==> src/hdl/mag_pkg.sv <==
package mag_pkg;

  // Seven-bit bus address of the target.
  localparam logic [6:0] MAG_TARGET_ADDR = 7'h0d;

  // Register offsets.
  localparam logic [7:0] ADDR_X_LOW       = 8'h00;
  localparam logic [7:0] ADDR_X_HIGH      = 8'h01;
  localparam logic [7:0] ADDR_Y_LOW       = 8'h02;
  localparam logic [7:0] ADDR_Y_HIGH      = 8'h03;
  localparam logic [7:0] ADDR_Z_LOW       = 8'h04;
  localparam logic [7:0] ADDR_Z_HIGH      = 8'h05;
  localparam logic [7:0] ADDR_STATUS      = 8'h06;
  localparam logic [7:0] ADDR_TEMP_LOW    = 8'h07;
  localparam logic [7:0] ADDR_TEMP_HIGH   = 8'h08;
  localparam logic [7:0] ADDR_MEAS_CONFIG = 8'h09;
  localparam logic [7:0] ADDR_DEV_CONTROL = 8'h0a;
  localparam logic [7:0] ADDR_FLIP_PERIOD = 8'h0b;
  localparam logic [7:0] ADDR_RESERVED_C  = 8'h0c;
  localparam logic [7:0] ADDR_RESERVED_D  = 8'h0d;

  // Field positions in the device control register.
  localparam int CTL_SOFT_RESET_BIT = 7;
  localparam int CTL_WRAP_BIT       = 6;
  localparam int CTL_INT_DIS_BIT    = 0;

  // Operating modes.
  localparam logic [1:0] MODE_STANDBY    = 2'h0;
  localparam logic [1:0] MODE_CONTINUOUS = 2'h1;

  // Values after reset.
  localparam logic [7:0]  CONFIG_RESET      = 8'h00;
  localparam logic [7:0]  FLIP_PERIOD_RESET = 8'h00;
  localparam logic        WRAP_RESET        = 1'b0;
  localparam logic        INT_DIS_RESET     = 1'b0;
  localparam logic [15:0] AXIS_RESET        = 16'h0000;

  // Bit count of one byte on the bus.
  localparam logic [3:0] BITS_PER_BYTE = 4'h8;

  typedef struct packed {
    logic [15:0] x_axis_value;
    logic [15:0] y_axis_value;
    logic [15:0] z_axis_value;
    logic [15:0] temperature_value;
    logic        overflow_flag;
  } mag_sample_type;

  typedef struct packed {
    logic [1:0] oversample_ratio;
    logic [1:0] field_range;
    logic [1:0] output_rate;
    logic [1:0] mode;
  } mag_config_type;

  typedef struct packed {
    logic start;
    logic stop;
    logic rise;
    logic fall;
    logic sda;
  } mag_bus_event_type;

  typedef enum logic [3:0] {
    ST_IDLE      = 4'h0,
    ST_ADDR      = 4'h1,
    ST_ADDR_ACK  = 4'h2,
    ST_REG       = 4'h3,
    ST_REG_ACK   = 4'h4,
    ST_WDATA     = 4'h5,
    ST_WDATA_ACK = 4'h6,
    ST_RDATA     = 4'h7,
    ST_RACK      = 4'h8
  } mag_state_type;

endpackage : mag_pkg

==> src/hdl/mag_link.sv <==
// Brings the bus pins into the core clock and finds bus conditions.
module mag_link
  import mag_pkg::*;
(
  input  wire logic              clk,    // Core clock.
  input  wire logic              rst_b,  // Asynchronous reset, low.
  input  wire logic              scl_i,  // Bus clock pin level.
  input  wire logic              sda_i,  // Bus data pin level.
  output mag_bus_event_type      ev      // Conditions, one cycle each, plus the data level.
);

  logic [1:0] scl_sync_q;
  logic [1:0] scl_sync_d;
  logic [1:0] sda_sync_q;
  logic [1:0] sda_sync_d;
  logic       scl_last_q;
  logic       scl_last_d;
  logic       sda_last_q;
  logic       sda_last_d;

  always_comb
  begin
    scl_sync_d = {scl_sync_q[0], scl_i};
    sda_sync_d = {sda_sync_q[0], sda_i};
    scl_last_d = scl_sync_q[1];
    sda_last_d = sda_sync_q[1];
  end

  // Idle bus is pulled high, so the stages reset to one.
  always_ff @(posedge clk or negedge rst_b)
  begin
    if (!rst_b)
    begin
      scl_sync_q <= 2'h3;
      sda_sync_q <= 2'h3;
      scl_last_q <= 1'b1;
      sda_last_q <= 1'b1;
    end
    else
    begin
      scl_sync_q <= scl_sync_d;
      sda_sync_q <= sda_sync_d;
      scl_last_q <= scl_last_d;
      sda_last_q <= sda_last_d;
    end
  end

  // A data change with the clock held high marks start or stop.
  always_comb
  begin
    ev.start = scl_last_q && scl_sync_q[1] && sda_last_q && !sda_sync_q[1];
    ev.stop  = scl_last_q && scl_sync_q[1] && !sda_last_q && sda_sync_q[1];
    ev.rise  = !scl_last_q && scl_sync_q[1];
    ev.fall  = scl_last_q && !scl_sync_q[1];
    ev.sda   = sda_sync_q[1];
  end

endmodule : mag_link

==> src/hdl/mag_ptr.sv <==
// Next register pointer, with the optional roll within the output window.
module mag_ptr
  import mag_pkg::*;
(
  input  wire logic [7:0] ptr,      // Current pointer.
  input  wire logic       wrap,     // Roll-over active for this read.
  output logic      [7:0] ptr_next  // Pointer for the following byte.
);

  always_comb
  begin
    if (wrap && ptr == ADDR_STATUS)
    begin
      ptr_next = ADDR_X_LOW;
    end
    else
    begin
      ptr_next = ptr + 8'h01;
    end
  end

endmodule : mag_ptr

==> src/hdl/mag_top.sv <==
module mag_top
  import mag_pkg::*;
(
  input  wire logic           clk,            // Core clock, 200 MHz.
  input  wire logic           rst_b,          // Asynchronous reset, low.
  input  wire logic           scl_i,          // Bus clock pin.
  input  wire logic           sda_i,          // Bus data pin level.
  output logic                sda_o,          // Data pin drive value.
  output logic                sda_oe,         // Data pin pulled low.
  input  wire logic           sample_valid,   // New measurement, pulse.
  input  mag_sample_type      sample_in,      // Measurement values.
  output mag_config_type      config_out,     // Measurement settings.
  output logic [7:0]          flip_period,    // Set/reset period value.
  output logic                data_ready_pin, // Ready pulse on the pin.
  output logic                bus_busy        // Between start and stop.
);

  mag_bus_event_type ev;
  mag_state_type     state_q;
  mag_state_type     state_d;
  logic [3:0]        bit_q;
  logic [3:0]        bit_d;
  logic [7:0]        rx_q;
  logic [7:0]        rx_d;
  logic [7:0]        tx_q;
  logic [7:0]        tx_d;
  logic [7:0]        ptr_q;
  logic [7:0]        ptr_d;
  logic [7:0]        base_q;
  logic [7:0]        base_d;
  logic              wrap_q;
  logic              wrap_d;
  logic              controller_acknowledge_q;
  logic              controller_acknowledge_d;
  logic              oe_q;
  logic              oe_d;
  logic              busy_q;
  logic              busy_d;
  logic [7:0]        ptr_nx;
  logic [7:0]        rd_addr;
  logic [7:0]        rd_byte;
  logic              load_rd;
  logic              wr_en;

  mag_sample_type    sample_q;
  mag_sample_type    sample_d;
  logic              data_ready_flag_q;
  logic              data_ready_flag_d;
  logic              dor_q;
  logic              dor_d;
  mag_config_type    cfg_q;
  mag_config_type    cfg_d;
  logic              rol_q;
  logic              rol_d;
  logic              intdis_q;
  logic              intdis_d;
  logic [7:0]        fp_q;
  logic [7:0]        fp_d;
  logic              pin_q;
  logic              pin_d;
  logic              take;
  logic              rd_clear;

  mag_link u_link (
    .clk   (clk),
    .rst_b (rst_b),
    .scl_i (scl_i),
    .sda_i (sda_i),
    .ev    (ev)
  );

  mag_ptr u_ptr (
    .ptr      (ptr_q),
    .wrap     (wrap_q),
    .ptr_next (ptr_nx)
  );

  // The first byte of a read comes from the stored base address.
  assign rd_addr = (state_q == ST_ADDR_ACK) ? base_q : ptr_nx;

  always_comb
  begin
    unique case (rd_addr)
      ADDR_X_LOW:       rd_byte = sample_q.x_axis_value[7:0];
      ADDR_X_HIGH:      rd_byte = sample_q.x_axis_value[15:8];
      ADDR_Y_LOW:       rd_byte = sample_q.y_axis_value[7:0];
      ADDR_Y_HIGH:      rd_byte = sample_q.y_axis_value[15:8];
      ADDR_Z_LOW:       rd_byte = sample_q.z_axis_value[7:0];
      ADDR_Z_HIGH:      rd_byte = sample_q.z_axis_value[15:8];
      ADDR_STATUS:      rd_byte = {5'h00, dor_q, sample_q.overflow_flag,
                                   data_ready_flag_q};
      ADDR_TEMP_LOW:    rd_byte = sample_q.temperature_value[7:0];
      ADDR_TEMP_HIGH:   rd_byte = sample_q.temperature_value[15:8];
      ADDR_MEAS_CONFIG: rd_byte = cfg_q;
      ADDR_DEV_CONTROL: rd_byte = {1'b0, rol_q, 5'h00, intdis_q};
      ADDR_FLIP_PERIOD: rd_byte = fp_q;
      default:          rd_byte = 8'h00;
    endcase
  end

  // Bus protocol. Samples are taken as the clock rises and the data line
  // only changes after the clock has fallen.
  always_comb
  begin
    state_d = state_q;
    bit_d   = bit_q;
    rx_d    = rx_q;
    tx_d    = tx_q;
    ptr_d   = ptr_q;
    base_d  = base_q;
    wrap_d  = wrap_q;
    controller_acknowledge_d  = controller_acknowledge_q;
    oe_d    = oe_q;
    busy_d  = busy_q;
    load_rd = 1'b0;
    wr_en   = 1'b0;
    if (ev.stop)
    begin
      state_d = ST_IDLE;
      oe_d    = 1'b0;
      busy_d  = 1'b0;
    end
    else if (ev.start)
    begin
      state_d = ST_ADDR;
      bit_d   = 4'h0;
      oe_d    = 1'b0;
      busy_d  = 1'b1;
    end
    else if (ev.rise)
    begin
      if (state_q == ST_ADDR || state_q == ST_REG || state_q == ST_WDATA)
      begin
        rx_d  = {rx_q[6:0], ev.sda};
        bit_d = bit_q + 4'h1;
      end
      else if (state_q == ST_RDATA)
      begin
        bit_d = bit_q + 4'h1;
      end
      else if (state_q == ST_RACK)
      begin
        controller_acknowledge_d = !ev.sda;
      end
    end
    else if (ev.fall)
    begin
      unique case (state_q)
        ST_IDLE:
        begin
          oe_d = 1'b0;
        end
        ST_ADDR:
        begin
          if (bit_q == BITS_PER_BYTE)
          begin
            if (rx_q[7:1] == MAG_TARGET_ADDR)
            begin
              oe_d    = 1'b1;
              state_d = ST_ADDR_ACK;
            end
            else
            begin
              state_d = ST_IDLE;
            end
          end
        end
        ST_ADDR_ACK:
        begin
          bit_d = 4'h0;
          if (rx_q[0])
          begin
            ptr_d   = base_q;
            wrap_d  = rol_q && (base_q <= ADDR_STATUS);
            load_rd = 1'b1;
            oe_d    = !rd_byte[7];
            tx_d    = {rd_byte[6:0], 1'b0};
            state_d = ST_RDATA;
          end
          else
          begin
            oe_d    = 1'b0;
            state_d = ST_REG;
          end
        end
        ST_REG:
        begin
          if (bit_q == BITS_PER_BYTE)
          begin
            base_d  = rx_q;
            ptr_d   = rx_q;
            oe_d    = 1'b1;
            state_d = ST_REG_ACK;
          end
        end
        ST_REG_ACK:
        begin
          oe_d    = 1'b0;
          bit_d   = 4'h0;
          state_d = ST_WDATA;
        end
        ST_WDATA:
        begin
          if (bit_q == BITS_PER_BYTE)
          begin
            wr_en   = 1'b1;
            oe_d    = 1'b1;
            state_d = ST_WDATA_ACK;
          end
        end
        ST_WDATA_ACK:
        begin
          oe_d    = 1'b0;
          bit_d   = 4'h0;
          ptr_d   = ptr_nx;
          state_d = ST_WDATA;
        end
        ST_RDATA:
        begin
          if (bit_q == BITS_PER_BYTE)
          begin
            oe_d    = 1'b0;
            controller_acknowledge_d  = 1'b0;
            state_d = ST_RACK;
          end
          else
          begin
            oe_d = !tx_q[7];
            tx_d = {tx_q[6:0], 1'b0};
          end
        end
        ST_RACK:
        begin
          bit_d = 4'h0;
          if (controller_acknowledge_q)
          begin
            ptr_d   = ptr_nx;
            load_rd = 1'b1;
            oe_d    = !rd_byte[7];
            tx_d    = {rd_byte[6:0], 1'b0};
            state_d = ST_RDATA;
          end
          else
          begin
            oe_d    = 1'b0;
            state_d = ST_IDLE;
          end
        end
        default:
        begin
          state_d = ST_IDLE;
          oe_d    = 1'b0;
        end
      endcase
    end
  end

  always_ff @(posedge clk or negedge rst_b)
  begin
    if (!rst_b)
    begin
      state_q <= ST_IDLE;
      bit_q   <= 4'h0;
      rx_q    <= 8'h00;
      tx_q    <= 8'h00;
      ptr_q   <= 8'h00;
      base_q  <= 8'h00;
      wrap_q  <= 1'b0;
      controller_acknowledge_q  <= 1'b0;
      oe_q    <= 1'b0;
      busy_q  <= 1'b0;
    end
    else
    begin
      state_q <= state_d;
      bit_q   <= bit_d;
      rx_q    <= rx_d;
      tx_q    <= tx_d;
      ptr_q   <= ptr_d;
      base_q  <= base_d;
      wrap_q  <= wrap_d;
      controller_acknowledge_q  <= controller_acknowledge_d;
      oe_q    <= oe_d;
      busy_q  <= busy_d;
    end
  end

  // Register file. New results are only taken in continuous mode.
  assign take     = sample_valid && (cfg_q.mode == MODE_CONTINUOUS);
  assign rd_clear = load_rd && (rd_addr <= ADDR_Z_HIGH);

  always_comb
  begin
    sample_d = take ? sample_in : sample_q;
    // A result landing in the same cycle as a clearing read still counts.
    data_ready_flag_d   = take ? 1'b1 : (rd_clear ? 1'b0 : data_ready_flag_q);
    dor_d    = (take && data_ready_flag_q) ? 1'b1 : (rd_clear ? 1'b0 : dor_q);
    cfg_d    = cfg_q;
    rol_d    = rol_q;
    intdis_d = intdis_q;
    fp_d     = fp_q;
    pin_d    = take && !intdis_q;
    if (wr_en)
    begin
      unique case (ptr_q)
        ADDR_MEAS_CONFIG: cfg_d = rx_q;
        ADDR_FLIP_PERIOD: fp_d  = rx_q;
        ADDR_DEV_CONTROL:
        begin
          if (rx_q[CTL_SOFT_RESET_BIT])
          begin
            sample_d = '{AXIS_RESET, AXIS_RESET, AXIS_RESET, AXIS_RESET,
                         1'b0};
            data_ready_flag_d   = 1'b0;
            dor_d    = 1'b0;
            cfg_d    = CONFIG_RESET;
            rol_d    = WRAP_RESET;
            intdis_d = INT_DIS_RESET;
            fp_d     = FLIP_PERIOD_RESET;
            pin_d    = 1'b0;
          end
          else
          begin
            rol_d    = rx_q[CTL_WRAP_BIT];
            intdis_d = rx_q[CTL_INT_DIS_BIT];
          end
        end
        default:
        begin
          cfg_d = cfg_q;
        end
      endcase
    end
  end

  always_ff @(posedge clk or negedge rst_b)
  begin
    if (!rst_b)
    begin
      sample_q <= '{AXIS_RESET, AXIS_RESET, AXIS_RESET, AXIS_RESET, 1'b0};
      data_ready_flag_q   <= 1'b0;
      dor_q    <= 1'b0;
      cfg_q    <= CONFIG_RESET;
      rol_q    <= WRAP_RESET;
      intdis_q <= INT_DIS_RESET;
      fp_q     <= FLIP_PERIOD_RESET;
      pin_q    <= 1'b0;
    end
    else
    begin
      sample_q <= sample_d;
      data_ready_flag_q   <= data_ready_flag_d;
      dor_q    <= dor_d;
      cfg_q    <= cfg_d;
      rol_q    <= rol_d;
      intdis_q <= intdis_d;
      fp_q     <= fp_d;
      pin_q    <= pin_d;
    end
  end

  // Open-drain data pin: only ever pulled low.
  assign sda_o          = 1'b0;
  assign sda_oe         = oe_q;
  assign config_out     = cfg_q;
  assign flip_period    = fp_q;
  assign data_ready_pin = pin_q;
  assign bus_busy       = busy_q;

endmodule : mag_top

==> config.mk <==
export PLATFORM = sky130hd
export DESIGN_NAME = mag_top
export DESIGN_NICKNAME = d
export VERILOG_FILES = /design/src/hdl/mag_pkg.sv /design/src/hdl/mag_link.sv /design/src/hdl/mag_ptr.sv /design/src/hdl/mag_top.sv
export SDC_FILE = /design/constraint.sdc
export NUM_CORES = 1
export LEC_CHECK = 0
export BUFFER_PORTS_ARGS = -buffer_cell sky130_fd_sc_hd__buf_2
export CAP_MARGIN = 10
export CORE_MARGIN = 10
export CORE_UTILIZATION = 50
export CTS_CLUSTER_DIAMETER = 30
export DETAILED_ROUTE_END_ITERATION = 10
export PLACE_DENSITY = 0.79
export SYNTH_ARGS = -nofsm -noshare
export SYNTH_HDL_FRONTEND = slang
export SYNTH_SLANG_ARGS = --single-unit
==> constraint.sdc <==
create_clock -name clk -period 5.55 [get_ports clk]
set_input_delay 1.11 -clock clk [delete_from_list [all_inputs] [get_ports clk]]
set_output_delay 1.11 -clock clk [all_outputs]
set_load 0.005 [all_outputs]
==> results.py <==
metrics = {
    "placement": {
        "placement.io_buffers": 88,
        "postPlaceCellArea_um2": 7700,
        "detailedPlacementHpwl_um": 14500,
        "finalWeightedCongestion": 0.986,
    },
    "finish": {
        "final_cell_mix": "sky130_fd_sc_hd__nand2_1, sky130_fd_sc_hd__dfrtp_1, sky130_fd_sc_hd__a21oi_1, sky130_fd_sc_hd__buf_2, sky130_fd_sc_hd__nor2_1",
        "antenna_cells": 0,
        "finish.utilization_pct": 59.2,
        "fillers": 1167,
        "most_frequent_standard_cell_in_the_layout_excluding_fill_and_tap_cells": "sky130_fd_sc_hd__nand2_1",
        "finish.instance_area_um2": 8320,
        "final_layout_size_suffix_gt1_share_pct": 21.3,
        "area_growth_syn_to_layout_pct": 15.0,
        "final_stage_net_count": 935,
    },
    "setup_path": {
        "r2r_start": "u_link.scl_last_q$_DFF_PN1_",
        "regToRegSetupSlack_ns": 2.03,
        "setup.worst_path.class": "reg -> reg",
        "timing.critical_path.cells": "inv_1 -> ha_1 -> nand2b_1 -> a21oi_1 -> and3_1 -> nor2b_1 -> and2_2 -> buf_4 -> nor2_1 -> a22o_1",
        "r2r_cells": 10,
        "crit_end": "dor_q$_DFF_PN0_",
        "worst_ep_arrival_time_ns": 3.84,
        "worstSetupEndpointType": "flop",
        "slowest_stage_cell_cp": "sky130_fd_sc_hd__dfstp_2",
        "worstSetupStartpointType": "flop",
        "r2r_end": "dor_q$_DFF_PN0_",
        "max_stage_delay_ns": 0.54,
        "critical_path_peak_fanout": 45,
        "startpoint": "u_link.scl_last_q$_DFF_PN1_",
        "crit_required_ns": 5.87,
    },
    "power": {
        "overall_power_consumption_uw": 2390,
        "p_leak_uw": 0.00367,
        "net-switching-power_uw": 604,
        "pwr-share-comb_pct": 6.9,
        "power.share.clock_pct": 47.6,
        "power.internal_uw": 1790,
        "p_seq_share_pct": 45.6,
        "power.share.switching_pct": 25.2,
        "worst_ir_drop_vdd_uv": 223,
        "power_per_cell_area_nw_per_um2": 288,
    },
    "clock_network": {
        "clkLatencyLatePin_ns": 0.43,
        "numCtsBuffers": 17,
        "cts_tree": "yes",
        "cts_setup_buffers": 0,
        "total_of_hold_buffers_inserted_after_clock_tree_synthesis": 0,
        "postCtsResizedCells": 0,
        "cts_num_sinks": 135,
        "cts.reportedPaths.clkPinSlew_ns": 0.06,
        "cts_htree_levels": 4,
        "ctsRootBufferMaster": "sky130_fd_sc_hd__clkbuf_16",
        "max-clock-path-buffers": 2,
    },
    "route": {
        "drcViolationCount": 0,
        "wl_per_cell_um": 19.3,
        "route.vias.total": 6416,
        "wl_final_um": 20300,
        "drtIter0Drc": 928,
        "ant_nets": 0,
        "detail_routed_via_count_per_cell": 6.11,
        "detail_route.first_pass.iterations": 9,
    },
    "die": {
        "rows": 43,
        "design.portCount": 90,
        "placeableCoreArea_um2": 14000,
        "die_w_um": 140,
        "design.die.area_um2": 19700,
        "chipHeight_um": 140,
        "floorplan.initialDensity_pct": 51.5,
    },
    "sta": {
        "tns_ns": 0,
        "finalCritPeriodShare_pct": 63.5,
        "slew_headroom_pct": 29.2,
        "endpoints_failing_setup": 0,
        "rsz0062_at_grt": "false",
        "worst_slew_pin_slew_ns": 1.06,
        "min_period_ns": 3.52,
        "maxSlewViolCount": 0,
        "timing.clock.skew_ns": 0.00723,
        "final_hold_viol_count": 0,
        "maxClockFrequency_mhz": 284,
        "holdWs_ns": 0.355,
    },
    "grt": {
        "grt_max_degree": 99,
        "grt-ovfl-total": 0,
        "grt_busiest_layer": "met2",
        "first_global_vias": 6192,
        "antenna_found_initial": 0,
        "grt_pass1_wl_um": 32600,
        "groute.layer.met1.usage_pct": 27.2,
        "met2_usage_pct": 30.0,
        "gr-usage-met3_pct": 6.49,
        "track_usage_pct": 20.3,
    },
    "worst_hold_path": {
        "worst_hold_path_type": "reg -> reg",
    },
    "yosys": {
        "ys_async_sr_fraction_pct": 100,
        "post_synth_net_total": 878,
        "synthesis.area_um2": 7230,
        "syn_inst": 800,
        "synth.yosys.warnings": 0,
        "number_of_enable_type_register_cells_in_the_synthesized_netlist": 0,
        "synth_area_per_cell_um2": 9.04,
        "netlist-cell-type-count": 74,
        "synth-main-ff-cell": "sky130_fd_sc_hd__dfrtp_1",
        "synth_seq_cells": 135,
        "yosysSeqAreaShare_pct": 46.8,
    },
    "outcome": {
        "run_status": "finished, final reports clean",
    },
    "flow_run": {
        "max-cap-violations": 0,
    },
}
==> layer usage <==
| metal | vias to the layer above | share of wire [%] |
|---|---|---|
| met3 | 43 | 10 |
| li1 | 2954 | - |
| met5 | - | 0 |
| met4 | 0 | 2.1 |
| met1 | 3104 | 43 |
| met2 | 315 | 45 |
==> worst max-delay path: cells and delay by family, from the launching register on <==
family / cells / cell delay [ns]
AOI/OAI and AO/OA: 2 / 0.62
adders and majority gates: 1 / 0.28
buffers and inverters: 2 / 0.53
DFF: 1 / 0.54
and+or+nand+nor: 5 / 1.42
==> worst min path at each step <==
stage               cells past startpoint                             end  slack [ns]                           start
floorplan                               0  u_link.scl_sync_q[1]$_DFF_PN1_        0.35  u_link.scl_sync_q[0]$_DFF_PN1_
finish                                  0  u_link.sda_sync_q[1]$_DFF_PN1_        0.35  u_link.sda_sync_q[0]$_DFF_PN1_
detailed placement                      0  u_link.scl_sync_q[1]$_DFF_PN1_        0.35  u_link.scl_sync_q[0]$_DFF_PN1_
global route                            0  u_link.sda_sync_q[1]$_DFF_PN1_        0.36  u_link.sda_sync_q[0]$_DFF_PN1_
global placement                        0  u_link.sda_sync_q[1]$_DFF_PN1_        0.35  u_link.sda_sync_q[0]$_DFF_PN1_
CTS                                     0  u_link.sda_sync_q[1]$_DFF_PN1_        0.36  u_link.sda_sync_q[0]$_DFF_PN1_
==> layout make-up <==
cell class | count | area (µm²) | share of cell area, %
Multi-Input combinational cell | 591 | 3530 | 42.4
Sequential cell | 135 | 3390 | 40.7
Timing Repair Buffer | 96 | 519 | 6.24
Tap cell | 180 | 225 | 2.71
Inverter | 16 | 60.1 | 0.722
Clock buffer | 20 | 457 | 5.49
Clock inverter | 12 | 140 | 1.69
==> cells by family after synthesis <==
kind of cell    share of synthesized area, %
compound gates                          19.3
mux                                     6.82
flops                                   46.8
fa+ha+maj                               1.38
buf+inv                                 4.62
xor+xnor                               0.969
other cells                           0.0519
simple gates                            20.0
==> per-stage QoR <==
step,setup slack [ns],cells
global route,1.66,1050
finish,2.03,1050
floorplan,3.01,800
CTS,2.05,1049
global placement,2.18,1017
detailed placement,2.06,1017
==> sequential cells by signal, summed over array words and instances (netlist names), 2 cells and up <==
signal / cells
base_q: 8
bit_q: 4
config_out: 8
flip_period: 8
ptr_q: 8
rx_q: 8
sample_q: 65
state_q: 4
tx_q: 7
u_link.scl_sync_q: 2
u_link.sda_sync_q: 2
==> Yosys cell counts, drive strengths merged (4+ instances only) <==
cell	n	area, µm²
nor2b	6	37.5
xnor2	4	35.0
and2	12	75.1
a221oi	6	52.6
nand3	14	70.1
o31ai	4	30.0
clkbuf	36	135
o22ai	6	37.5
mux2	34	383
or2	4	25.0
inv	16	60.1
nand3b	5	37.5
xor2	4	35.0
a21oi	97	489
nor3b	5	42.5
nor3	11	55.1
mux2i	11	110
and3	5	31.3
dfstp	6	158
a22oi	8	60.1
nand2	185	694
ha	8	100
nand2b	5	31.3
o32ai	4	42.6
dfrtp	129	3230
buf	22	139
a22o	5	43.8
o21ai	29	171
nor2	40	153
a222oi	12	120
a31oi	8	50.1
nor4	6	37.5
o211ai	5	37.5
==> power groups by stage <==
stage | Combinational [µW] | Clock [µW] | Sequential, µW
2_1_floorplan | 121 | 0 | 1060
3_3_place_gp | 160 | 0 | 1100
3_5_place_dp | 165 | 0 | 1110
4_1_cts | 166 | 1150 | 1090
5_1_grt | 189 | 1200 | 1100
6_report | 164 | 1140 | 1090
Note: power is estimated with default switching activity, not from simulation.
